[src/mrb_defs.vh]
`ifndef MRB_DEFS_VH
`define MRB_DEFS_VH
// ----------------------------------------
// widths
// ----------------------------------------
`define MRB_ADDR_W 13
`define MRB_COL_W 12
`define MRB_SYNC_W 21
// ----------------------------------------
// base configuration fields
// ----------------------------------------
`define MRB_BL_LSB 0
`define MRB_BL_MSB 2
`define MRB_BT_BIT 3
`define MRB_CL_LSB 4
`define MRB_CL_MSB 6
`define MRB_OPM_LSB 7
`define MRB_OPM_MSB 12
`define MRB_OPM_NORMAL 6'h00
`define MRB_OPM_DLLRST 6'h02
// ----------------------------------------
// extended configuration fields
// ----------------------------------------
`define MRB_EXT_DLLDIS_BIT 0
`define MRB_EXT_DRIVE_BIT 1
`define MRB_EXT_RSV_LSB 2
`define MRB_EXT_RSV_MSB 12
`define MRB_EXT_RSV_ZERO 11'h000
// ----------------------------------------
// codes
// ----------------------------------------
`define MRB_BL_2 3'h1
`define MRB_BL_4 3'h2
`define MRB_BL_8 3'h3
`define MRB_LEN_2 4'h2
`define MRB_LEN_4 4'h4
`define MRB_LEN_8 4'h8
`define MRB_LEN_NONE 4'h0
`define MRB_CL_2 3'h2
`define MRB_CL_25 3'h6
`define MRB_CL_3 3'h3
`define MRB_BA_BASE 2'h0
`define MRB_BA_EXT 2'h1
// ----------------------------------------
// timing, in link clock edges
// ----------------------------------------
// first data: half-clock edges after the read or write command edge
`define MRB_HALF_CL_2 3'h2
`define MRB_HALF_CL_25 3'h3
`define MRB_HALF_CL_3 3'h4
`define MRB_HALF_WRITE 3'h2
`define MRB_DLL_LOCK_CK 8'hC8
`define MRB_MODE_WAIT_CK 2'h2
`endif

[src/mrb_burst_seq.v]
`timescale 1ns/10ps
`include "mrb_defs.vh"
module mrb_burst_seq (
   input wire sysClk,
   input wire rstn,
   input wire start,
   input wire step,
   input wire [`MRB_COL_W-1:0] startCol,
   input wire [3:0] burstLen,
   input wire interleaved,
   output reg [`MRB_COL_W-1:0] column,
   output reg active,
   output reg last
);
   reg [2:0] count;
   reg [`MRB_COL_W-1:0] baseCol;
   reg [3:0] len;
   reg inter;
   wire [2:0] next_count;

   // ----------------------------------------
   // column order within the block
   // ----------------------------------------
   function [`MRB_COL_W-1:0] orderCol;
      input [`MRB_COL_W-1:0] col;
      input [2:0] cnt;
      input [3:0] bl;
      input ilv;
      reg [2:0] mask;
      reg [2:0] idx;
      begin
         mask = bl[2:0] - 3'h1;
         if (bl == `MRB_LEN_8) begin
            mask = 3'h7;
         end
         if (ilv) begin
            idx = col[2:0] ^ cnt;
         end else begin
            idx = col[2:0] + cnt;
         end
         // wrap inside the block, upper bits stay put
         orderCol = {col[`MRB_COL_W-1:3], (col[2:0] & ~mask) | (idx & mask)};
      end
   endfunction

   assign next_count = count + 3'h1;

   always @(posedge sysClk) begin
      if (!rstn) begin
         count <= 3'h0;
         baseCol <= {`MRB_COL_W{1'b0}};
         len <= `MRB_LEN_NONE;
         inter <= 1'b0;
         column <= {`MRB_COL_W{1'b0}};
         active <= 1'b0;
         last <= 1'b0;
      end else if (start && burstLen != `MRB_LEN_NONE) begin
         count <= 3'h0;
         baseCol <= startCol;
         len <= burstLen;
         inter <= interleaved;
         column <= orderCol(startCol, 3'h0, burstLen, interleaved);
         active <= 1'b1;
         last <= 1'b0;
      end else if (step && active) begin
         // the length bounds how many columns one command touches
         // compare the current index: a 3-bit next count never reaches eight
         if ({1'b0, count} == len - 4'h1) begin
            active <= 1'b0;
            last <= 1'b1;
         end else begin
            count <= next_count;
            column <= orderCol(baseCol, next_count, len, inter);
            last <= 1'b0;
         end
      end else begin
         last <= 1'b0;
      end
   end
endmodule

[src/mrb_config.v]
`timescale 1ns/10ps
`include "mrb_defs.vh"
module mrb_config (
   input wire sysClk,
   input wire rstn,
   input wire ck,
   input wire cke,
   input wire csN,
   input wire rasN,
   input wire casN,
   input wire weN,
   input wire bank_select_low,
   input wire bank_select_high,
   input wire [`MRB_ADDR_W-1:0] addr,
   output reg [`MRB_ADDR_W-1:0] base_configuration,
   output reg [`MRB_ADDR_W-1:0] extended_configuration,
   output reg [3:0] burstLen,
   output reg interleaved,
   output reg [2:0] latencyHalf,
   output reg normalMode,
   output reg dllResetActive,
   output reg reservedMode,
   output reg dllEnabled,
   output reg dllLocked,
   output reg output_drive_select,
   output reg selfRefresh,
   output reg protocolError,
   output wire [`MRB_COL_W-1:0] burstColumn,
   output wire burstActive,
   output wire burstLast,
   output reg burstIsRead
);
   // ----------------------------------------
   // pin synchronisers
   // ----------------------------------------
   reg [`MRB_SYNC_W-1:0] sync1;
   reg [`MRB_SYNC_W-1:0] sync2;
   reg [`MRB_SYNC_W-1:0] sync3;
   reg ckLevel;
   reg ckeLevel;
   wire ckStable;
   wire ckRise;
   wire ckFall;
   wire halfEdge;
   wire [`MRB_ADDR_W-1:0] sAddr;
   wire [1:0] sBank;
   wire sCke;
   wire sCs;
   wire sRas;
   wire sCas;
   wire sWe;
   wire cmdLoad;
   wire cmdRead;
   wire cmdWrite;
   wire cmdRefresh;
   wire cmdActive;
   wire cmdOther;
   reg [2:0] startDelay;
   reg startPending;
   reg [`MRB_COL_W-1:0] pendCol;
   reg pendRead;
   reg seqStart;
   reg [7:0] lockCount;
   reg [1:0] waitCount;

   // ----------------------------------------
   // field decoders
   // ----------------------------------------
   function [3:0] decodeLen;
      input [2:0] code;
      begin
         case (code)
            `MRB_BL_2: decodeLen = `MRB_LEN_2;
            `MRB_BL_4: decodeLen = `MRB_LEN_4;
            `MRB_BL_8: decodeLen = `MRB_LEN_8;
            default: decodeLen = `MRB_LEN_NONE;
         endcase
      end
   endfunction

   function [2:0] decodeLatency;
      input [2:0] code;
      begin
         case (code)
            `MRB_CL_2: decodeLatency = `MRB_HALF_CL_2;
            `MRB_CL_25: decodeLatency = `MRB_HALF_CL_25;
            `MRB_CL_3: decodeLatency = `MRB_HALF_CL_3;
            default: decodeLatency = `MRB_HALF_CL_3;
         endcase
      end
   endfunction

   // ----------------------------------------
   // sampling the link clock and command pins
   // ----------------------------------------
   // command pins share the clock's pipeline so they stay aligned to its edge
   always @(posedge sysClk) begin
      if (!rstn) begin
         sync1 <= {`MRB_SYNC_W{1'b0}};
         sync2 <= {`MRB_SYNC_W{1'b0}};
         sync3 <= {`MRB_SYNC_W{1'b0}};
      end else begin
         sync1 <= {ck, cke, csN, rasN, casN, weN, bank_select_high, bank_select_low, addr};
         sync2 <= sync1;
         sync3 <= sync2;
      end
   end

   assign ckStable = (sync2[`MRB_SYNC_W-1] == sync3[`MRB_SYNC_W-1]);
   assign ckRise = ckStable && sync3[`MRB_SYNC_W-1] && !ckLevel;
   assign ckFall = ckStable && !sync3[`MRB_SYNC_W-1] && ckLevel;
   assign halfEdge = ckRise || ckFall;
   assign sCke = sync3[`MRB_SYNC_W-2];
   assign sCs = !sync3[`MRB_SYNC_W-3];
   assign sRas = !sync3[`MRB_SYNC_W-4];
   assign sCas = !sync3[`MRB_SYNC_W-5];
   assign sWe = !sync3[`MRB_SYNC_W-6];
   assign sBank = sync3[`MRB_ADDR_W+1:`MRB_ADDR_W];
   assign sAddr = sync3[`MRB_ADDR_W-1:0];

   always @(posedge sysClk) begin
      if (!rstn) begin
         ckLevel <= 1'b0;
      end else if (ckStable) begin
         ckLevel <= sync3[`MRB_SYNC_W-1];
      end
   end

   // ----------------------------------------
   // command decode at the rising edge
   // ----------------------------------------
   assign cmdLoad = ckRise && ckeLevel && sCs && sRas && sCas && sWe;
   assign cmdRead = ckRise && ckeLevel && sCs && !sRas && sCas && !sWe;
   assign cmdWrite = ckRise && ckeLevel && sCs && !sRas && sCas && sWe;
   assign cmdRefresh = ckRise && sCs && sRas && sCas && !sWe;
   assign cmdActive = ckRise && ckeLevel && sCs && (sRas || sCas || sWe);
   assign cmdOther = cmdActive && !cmdLoad;

   // ----------------------------------------
   // configuration registers
   // ----------------------------------------
   // no power-on value exists; reset gives a quiet, known state
   always @(posedge sysClk) begin
      if (!rstn) begin
         base_configuration <= {`MRB_ADDR_W{1'b0}};
         extended_configuration <= {`MRB_ADDR_W{1'b0}};
      end else if (cmdLoad) begin
         if (sBank == `MRB_BA_BASE) begin
            base_configuration <= sAddr;
         end else if (sBank == `MRB_BA_EXT) begin
            extended_configuration <= sAddr;
         end
      end
   end

   // decoded views, held in flops
   always @(posedge sysClk) begin
      if (!rstn) begin
         burstLen <= `MRB_LEN_NONE;
         interleaved <= 1'b0;
         latencyHalf <= `MRB_HALF_CL_3;
         normalMode <= 1'b0;
         dllResetActive <= 1'b0;
         reservedMode <= 1'b0;
         output_drive_select <= 1'b0;
      end else begin
         burstLen <= decodeLen(base_configuration[`MRB_BL_MSB:`MRB_BL_LSB]);
         interleaved <= base_configuration[`MRB_BT_BIT];
         latencyHalf <= decodeLatency(base_configuration[`MRB_CL_MSB:`MRB_CL_LSB]);
         normalMode <= (base_configuration[`MRB_OPM_MSB:`MRB_OPM_LSB] ==
            `MRB_OPM_NORMAL);
         dllResetActive <= (base_configuration[`MRB_OPM_MSB:`MRB_OPM_LSB] ==
            `MRB_OPM_DLLRST);
         // any other pattern is a test or reserved mode
         reservedMode <= (base_configuration[`MRB_OPM_MSB:`MRB_OPM_LSB] != `MRB_OPM_NORMAL)
            && (base_configuration[`MRB_OPM_MSB:`MRB_OPM_LSB] != `MRB_OPM_DLLRST);
         output_drive_select <= extended_configuration[`MRB_EXT_DRIVE_BIT];
      end
   end

   // ----------------------------------------
   // self refresh and DLL state
   // ----------------------------------------
   always @(posedge sysClk) begin
      if (!rstn) begin
         ckeLevel <= 1'b0;
         selfRefresh <= 1'b0;
         dllEnabled <= 1'b0;
      end else begin
         if (ckRise) begin
            ckeLevel <= sCke;
         end
         if (cmdRefresh && ckeLevel && !sCke) begin
            selfRefresh <= 1'b1;
         end else if (ckRise && selfRefresh && sCke) begin
            selfRefresh <= 1'b0;
            dllEnabled <= 1'b1;
         end
         if (cmdLoad && sBank == `MRB_BA_EXT) begin
            dllEnabled <= !sAddr[`MRB_EXT_DLLDIS_BIT];
         end
      end
   end

   // lock counter restarts on every DLL reset load; counts link clocks
   always @(posedge sysClk) begin
      if (!rstn) begin
         lockCount <= 8'h00;
         dllLocked <= 1'b0;
      end else if (!dllEnabled) begin
         lockCount <= 8'h00;
         dllLocked <= 1'b0;
      end else if (cmdLoad && sBank == `MRB_BA_BASE &&
            sAddr[`MRB_OPM_MSB:`MRB_OPM_LSB] == `MRB_OPM_DLLRST) begin
         lockCount <= 8'h00;
         dllLocked <= 1'b0;
      end else if (ckRise && !dllLocked) begin
         if (lockCount == `MRB_DLL_LOCK_CK - 8'h01) begin
            dllLocked <= 1'b1;
         end else begin
            lockCount <= lockCount + 8'h01;
         end
      end
   end

   // ----------------------------------------
   // controller misuse flag
   // ----------------------------------------
   // sticky: the device cannot refuse, it only records the slip
   always @(posedge sysClk) begin
      if (!rstn) begin
         waitCount <= 2'h0;
         protocolError <= 1'b0;
      end else begin
         if (cmdLoad) begin
            waitCount <= `MRB_MODE_WAIT_CK;
            if (burstActive || startPending || waitCount != 2'h0) begin
               protocolError <= 1'b1;
            end
            if (sBank == `MRB_BA_EXT &&
                  sAddr[`MRB_EXT_RSV_MSB:`MRB_EXT_RSV_LSB] != `MRB_EXT_RSV_ZERO) begin
               protocolError <= 1'b1;
            end
         end else if (ckRise && waitCount != 2'h0) begin
            waitCount <= waitCount - 2'h1;
            if (cmdOther) begin
               protocolError <= 1'b1;
            end
         end
      end
   end

   // ----------------------------------------
   // burst launch with read latency
   // ----------------------------------------
   always @(posedge sysClk) begin
      if (!rstn) begin
         startDelay <= 3'h0;
         startPending <= 1'b0;
         pendCol <= {`MRB_COL_W{1'b0}};
         pendRead <= 1'b0;
         seqStart <= 1'b0;
         burstIsRead <= 1'b0;
      end else begin
         seqStart <= 1'b0;
         if (cmdRead || cmdWrite) begin
            startPending <= 1'b1;
            pendCol <= sAddr[`MRB_COL_W-1:0];
            pendRead <= cmdRead;
            // first data after the latency, counted in half clocks
            startDelay <= cmdRead ? latencyHalf : `MRB_HALF_WRITE;
         end else if (startPending && halfEdge) begin
            if (startDelay == 3'h1) begin
               startPending <= 1'b0;
               seqStart <= 1'b1;
               burstIsRead <= pendRead;
            end
            startDelay <= startDelay - 3'h1;
         end
      end
   end

   // same length for reads and writes
   mrb_burst_seq mrb_burst_seq_inst (
      .sysClk(sysClk),
      .rstn(rstn),
      .start(seqStart),
      .step(halfEdge),
      .startCol(pendCol),
      .burstLen(burstLen),
      .interleaved(interleaved),
      .column(burstColumn),
      .active(burstActive),
      .last(burstLast)
   );
endmodule

[config.mk]
export PLATFORM = sky130hd
export DESIGN_NAME = mrb_config
export DESIGN_NICKNAME = d
export VERILOG_FILES = /design/src/mrb_burst_seq.v /design/src/mrb_config.v
export VERILOG_INCLUDE_DIRS = /design/src /design/src/src
export SDC_FILE = /design/constraint.sdc
export NUM_CORES = 1
export LEC_CHECK = 0
export BUFFER_PORTS_ARGS = -buffer_cell sky130_fd_sc_hd__buf_2
export CAP_MARGIN = 5
export CORE_MARGIN = 4
export CORE_UTILIZATION = 57
export DETAILED_ROUTE_END_ITERATION = 16
export GPL_TIMING_DRIVEN = 0
export PLACE_DENSITY = 0.79
export SLEW_MARGIN = 10
export SYNTH_ARGS = -nofsm -noshare
export SYNTH_HDL_FRONTEND = slang
export SYNTH_SLANG_ARGS = --single-unit
[constraint.sdc]
create_clock -name sysClk -period 2.8 [get_ports sysClk]
set_clock_uncertainty 0.05 [all_clocks]
set_input_delay 0.14 -clock sysClk [delete_from_list [all_inputs] [get_ports sysClk]]
set_output_delay 0.14 -clock sysClk [all_outputs]
set_load 0.005 [all_outputs]
**Word-level counts from Yosys, hierarchy flattened**

Index checks and enable logic that the tools add are counted.

- Register bits: 170
- Output and inout bits: 57
- Bits of input ports: 23
- Logic and storage cells: 199

- Reductions and logical operators: 79
- Equality and inequality tests: 18
- Muxes and demuxes: 43
- $add $sub $neg: 8
- Bitwise gates (word level): 17

Operators by type and width:

| cell | number |
|---|---|
| 3-bit 2-to-1 mux | 18 |
| 12-bit 2-to-1 mux | 3 |
| 1-bit logical AND | 33 |
| 1-bit 2-to-1 mux | 18 |
| 2-bit nonzero test | 9 |
| 2-bit AND reduction | 8 |
| 3-bit bitwise AND | 4 |
| 6-bit by 2-bit equality test with 1-bit output, second input constant | 2 |
| 4-bit one-hot mux with 3 select lines | 1 |
| 11-bit nonzero test | 1 |
| 1-bit zero test | 10 |
| 3-bit by 2-bit equality test with 1-bit output, second input constant | 3 |
| 3-bit AND reduction | 3 |
| 3-bit OR reduction | 3 |
| 3-bit by 1-bit subtractor with 3-bit output, second input constant | 3 |
| 8-bit by 1-bit adder with 8-bit output, second input constant | 1 |
| 4-bit equality test, second input constant | 2 |
| 8-bit equality test, second input constant | 1 |
| 1-bit inverter | 8 |
| 3-bit by 1-bit equality test with 1-bit output, second input constant | 2 |
| 6-bit zero test | 1 |
| 1-bit logical OR | 6 |
| 6-bit by 2-bit inequality test with 1-bit output, second input constant | 1 |
| 3-bit inverter | 2 |
| other kinds (18) | 22 |

**Logic depth before layout (Yosys ltp)**

- Depth after elaboration: 14
- Gate-level depth with buffers: 8
- Gate-level depth less buffers: 8

**Cells and area by module**

Synthesis repeated with hierarchy kept, for this count alone.

- Cell total of the unflattened synthesis: 633
- Area, all modules: 6195.9 µm²

Modules (own cells, without submodules):

| module | times used | area an instance (µm²) | cells an instance | seq. area each (µm²) |
|---|---|---|---|---|
| mrb_config | 1 | 4672.0 | 455 | 2702.6 |
| mrb_burst_seq | 1 | 1524.0 | 178 | 680.7 |

**Worst setup path after synthesis**

OpenSTA, ideal clock, no wires.

- Path kind: register to register
- Start point: register mrb_burst_seq_inst.count[0]
- End point: register mrb_burst_seq_inst.column[2]
- Path buffers: 0
- Stages on the path, launching flop included: 8
- Arrival time: 1854 ps
- Required time: 2608 ps
- Path slack: 755 ps
- Clock period less this slack: 2045 ps
- Library setup time: 142 ps
- Cells stage by stage: dfxtp_1 > ha_1 > inv_1 > fa_1 > nor2_1 > and3b_1 > a2111oi_0 > o311ai_0

- Word-level cells in the longest chain between the ends: 12
- Elaborated cells on any way between the ends: 16
- Classes of those cells: 2 x add/sub; 2 x eq/ne; 8 x mux; 3 x bitwise; 1 x reduce/logical

RTL lines:

| element | line | text |
|---|---|---|
| start: declaration | mrb_burst_seq.v:15 | `reg [2:0] count;` |
| start signal: assignment | mrb_burst_seq.v:72 | `count <= next_count;` |
| 3-bit by 1-bit adder with 3-bit output | mrb_burst_seq.v:46 | `assign next_count = count + 3'h1;` |
| net mrb_burst_seq_inst.next_count[1] | mrb_burst_seq.v:19 | `wire [2:0] next_count;` |
| 3-bit adder | mrb_burst_seq.v:39 | `idx = col[2:0] + cnt;` |
| 3-bit 2-to-1 mux | mrb_burst_seq.v:36 | `if (ilv) begin` |
| 3-bit 2-to-1 mux | mrb_burst_seq.v:68 | `if ({1'b0, count} == len - 4'h1) begin` |
| 3-bit 2-to-1 mux | mrb_burst_seq.v:65 | `end else if (step && active) begin` |
| 3-bit 2-to-1 mux | mrb_burst_seq.v:57 | `` end else if (start && burstLen != `MRB_LEN_NONE) begin `` |
| 3-bit 2-to-1 mux | mrb_burst_seq.v:49 | `if (!rstn) begin` |
| 3-bit bitwise AND | mrb_burst_seq.v:42 | `` orderCol = {col[`MRB_COL_W-1:3], (col[2:0] & ~mask) \| (idx & mask)}; `` |
| 3-bit bitwise OR | mrb_burst_seq.v:42 |  |
| 12-bit 2-to-1 mux | mrb_burst_seq.v:68 |  |
| 12-bit 2-to-1 mux | mrb_burst_seq.v:65 |  |
| 12-bit 2-to-1 mux | mrb_burst_seq.v:57 |  |
| end signal: assignment | mrb_burst_seq.v:54 | `` column <= {`MRB_COL_W{1'b0}}; `` |
| end signal: assignment | mrb_burst_seq.v:62 | `column <= orderCol(startCol, 3'h0, burstLen, interleaved);` |
| end signal: assignment | mrb_burst_seq.v:73 | `column <= orderCol(baseCol, next_count, len, inter);` |
| end: declaration | mrb_burst_seq.v:11 | `` output reg [`MRB_COL_W-1:0] column, `` |

The timed path passes the listed nets, and every way through them passes these cells. The select of a mux whose other input is x is not followed.
A chain may end at the register's enable or synchronous reset.

**Worst setup path after layout**

- Start point: register mrb_burst_seq_inst.len[1]
- End point: register mrb_burst_seq_inst.column[11]

- Word-level cells in the longest chain between the ends: 4

RTL lines:

| element | line | text |
|---|---|---|
| start: declaration | mrb_burst_seq.v:17 | `reg [3:0] len;` |
| start signal: assignment | mrb_burst_seq.v:52 | `` len <= `MRB_LEN_NONE; `` |
| start signal: assignment | mrb_burst_seq.v:60 | `len <= burstLen;` |
| 4-bit by 1-bit subtractor with 4-bit output | mrb_burst_seq.v:68 |  |
| 3-bit by 4-bit equality test with 1-bit output | mrb_burst_seq.v:68 |  |
| 2-bit by 1-bit inequality test with 1-bit output (no source line) | -- |  |
| 2-bit AND reduction (no source line) | -- |  |

Every way passes these cells.

==> impl_results.md <==
- Yosys warnings: 0
- Count leader, synth: dfxtp_1
- Actual slew at the worst max-slew pin: 0.666 ns
- Critical path buffer and inverter count: 1
- Outcome: complete, no violations
- GR Util met1: 26.6%
- CP Launch Point: mrb_burst_seq_inst.len[1]
- Leakage power: 0.00318 uW
- Layout cell share with drive strength beyond 1: 20.4%
- CTS tree: done
- Largest cells by area after synthesis: dfxtp_1, and2_1, mux2i_1
- Worst path top cell family by delay: compound AO/OA/AOI/OAI gates
- Endpoint type of the worst setup path: flop
- Clock transition at the registers of the reported paths: 0.06 ns
- Die extent in y: 111 um
- Post-route insts no fill: 871
- Unique masters post-synth: 62
- Root Buffer: clkbuf_8
- IO Pins: 80
- R2r startpoint: mrb_burst_seq_inst.len[1]
- Mean area per synthesized cell: 10.1 um^2
- Synth Register Bits: 168
- CP Data Required Time: 3.16 ns
- Core footprint: 10,400 um^2
- CP max stage cell: a21oi_4
- 1st-pass router iterations: 4
- Nets: 757
- Post-synth top area share: 55.3%
- Pwr dens: 669 nW/um^2
- Die area: 12,400 um^2
- Filler cell count: 752
- WL per Instance: 15.2 um
- Clk_lat worst skew: 0.53 ns
- DRC Markers: 0
- Max-cap viol count: 0
- Synth Flop Type: dfxtp_1
- ANT cells: 0
- Async SR Flop Fraction: 0%
- Largest net degree at the start of global routing: 17
- Vias in the first global route: 4,576
- Reg-to-Reg End: mrb_burst_seq_inst.column[11]
- Critical Path Stages: 6
- DRT iter0 DRCs: 258
- Placed Cells: 817
- Via Count: 4,569
- Sequential share of the synthesized area: 55.3%
- RSZ-0062 raised after global routing: false
- Fmax: 0.403 GHz
- CTS Buf Count: 17
- Max_slew headroom: 55.6%
- Worst Path Arrival: 2.85 ns
- Global Route Usage Sum: 22.1%
- First-pass GRT wire length: 22.0 mm
- Syn_nets: 639
- Post-Syn Instances: 604
- Peak VDD IR: 0.654 mV
- Clock buffer depth: 2
- CP Cell Sequence: inv_1, ha_1, xor2_1, nand4_1, a21oi_4, mux2_2
- Via density: 5.25
- # H-tree levels: 4
- Top Usage Layer GRT: met2
- GR Overflow Total: 0
- R2R depth: 6
- Initial antenna violation count: 0
- I/O Buffers: 77
- Crit path kind: flop to flop
- Layout area overhead: 23.0%
- Final Hold Viols: 0
- Setup Viol. Count Final: 0
- Yosys top cell by area: dfxtp_1
- Post-synth EDFFs: 0
- Hold_ws: 0.301 ns
- Final period utilization: 88.7%
- GP Congestion: 0.841
- Routed wire length: 13.2 mm
- Min-delay worst type: primary input to flop
- Post-route ant nets: 0
- Sink Count: 168
- Post-Route Setup TNS: 0 ns
- Mapped cell area: 6080 um^2
- Die width: 111 um
- Slew Limit Fails: 0
- Crit Path Max Fanout: 9
- DPL Wire Length: 9.28 mm
- Crit path to: mrb_burst_seq_inst.column[11]
- Leading cell types by count after synthesis: dfxtp_1, and2_1, nand2_1
- Tot Pwr: 5010 uW
- Met3 GRT Util: 4.69%
- Slowest cell delay on critical path: 0.45 ns
- Post-route minimum period: 2.48 ns
- Flop-to-flop setup slack: 0.32 ns
- CP Launch Type: flop
- Met2 GRT Util: 37.9%
- Initial Util: 58.7%
- Rows: 37
[power breakdown]
part | internal [uW] | switching [uW] | total (uW)
Clock | 1490 | 948 | 2440
Combinational | 64.6 | 64.2 | 129
Sequential | 2430 | 16.5 | 2440
Total | 3980 | 1030 | 5010
[area by class of cell]
cell class                 count  area [um^2]  share of cell area [%]
sequential                   168         3360                    44.9
multi-input combinational    384         2480                    33.2
timing repair buffer          99          606                    8.09
clock buffer                  19          432                    5.77
clock inverter                13          194                    2.59
tap                          136          170                    2.27
buffer                        30          156                    2.09
inverter                      22         82.6                    1.10
[registers in the layout (all words and copies together), names as in the netlist, 2 cells and up]
register                    cells
burstLen                        3
sync2                          21
startDelay                      3
pendCol                        12
base_configuration             13
lockCount                       8
extended_configuration         13
sync1                          21
sync3                          21
mrb_burst_seq_inst.count        3
mrb_burst_seq_inst.baseCol     12
latencyHalf                     3
mrb_burst_seq_inst.len          3
mrb_burst_seq_inst.column      12
waitCount                       2
[worst reg2reg max path, stage by stage, from the launching register on]
cell and delay (ns):
dfxtp_1 0.42, inv_1 0.09, ha_1 0.36, xor2_1 0.23, nand4_1 0.38, a21oi_4 0.46
mux2_2 0.38
[per-layer routing]
| layer | part of all wire, % | vias to the layer above |
|---|---|---|
| met5 | 0 | - |
| met1 | 42 | 2131 |
| li1 | - | 2270 |
| met2 | 50 | 141 |
| met4 | 2.3 | 0 |
| met3 | 5.9 | 27 |
[worst min path at each step]
stage,depth (start not counted),startpoint,slack [ns],to
2_1_floorplan,1,addr[0],0.22,sync1[0]
3_3_place_gp,2,ck,0.29,sync1[20]
3_5_place_dp,2,ck,0.30,sync1[20]
4_1_cts,3,addr[12],0.28,sync1[12]
5_1_grt,3,addr[2],0.30,sync1[2]
6_report,3,addr[2],0.30,sync1[2]
[metrics by stage]
| stage | setup WS [ns] | cell area, um^2 | utilization [%] |
|---|---|---|---|
| floorplan | 0.755 | 6080 | - |
| global placement | 0.358 | 6640 | 64.0 |
| detailed placement | 0.339 | 6640 | 64.0 |
| CTS | 0.313 | 7490 | 72.2 |
| global route | 0.0998 | 7490 | 72.2 |
| finish | 0.317 | 7490 | 72.2 |
[cells by family after synthesis]
| group | after synthesis | synth area share, % |
|---|---|---|
| multiplexers | 40 | 6.87 |
| AO/OA/AOI/OAI | 70 | 7.44 |
| buffers and inverters | 52 | 3.93 |
| adder cells (fa/ha/maj) | 12 | 2.59 |
| other | 1 | 0.0616 |
| AND/OR/NAND/NOR | 248 | 22.0 |
| XOR/XNOR | 13 | 1.87 |
| flip-flops | 168 | 55.3 |
[layout by cell type (no fill, tap or decap), drive strengths merged, types with 3 or more instances in the layout]
cell and instances:
nor4 5, buf 93, and3 5, clkinv 5, or4 3, clkbuf 33, dlygate4sd3 22, nor3b 3
o21ai 6, bufinv 4, nor3 5, mux2i 29, xnor2 4, inv 24, nor2 54, ha 11
xor2 9, nand4 6, a22oi 3, a311oi 5, a21oi 38, and2 76, nand3 10, nand2 64
mux2 11, dfxtp 168
[what timing repair did]
item                                   in CTS  in global routing
endpoints found under the hold margin      27                  0
hold buffers                               22                  0
gates resized for setup                     0                  0
setup buffers                               0                  0
No activity file was read; power rests on OpenSTA's default activity.
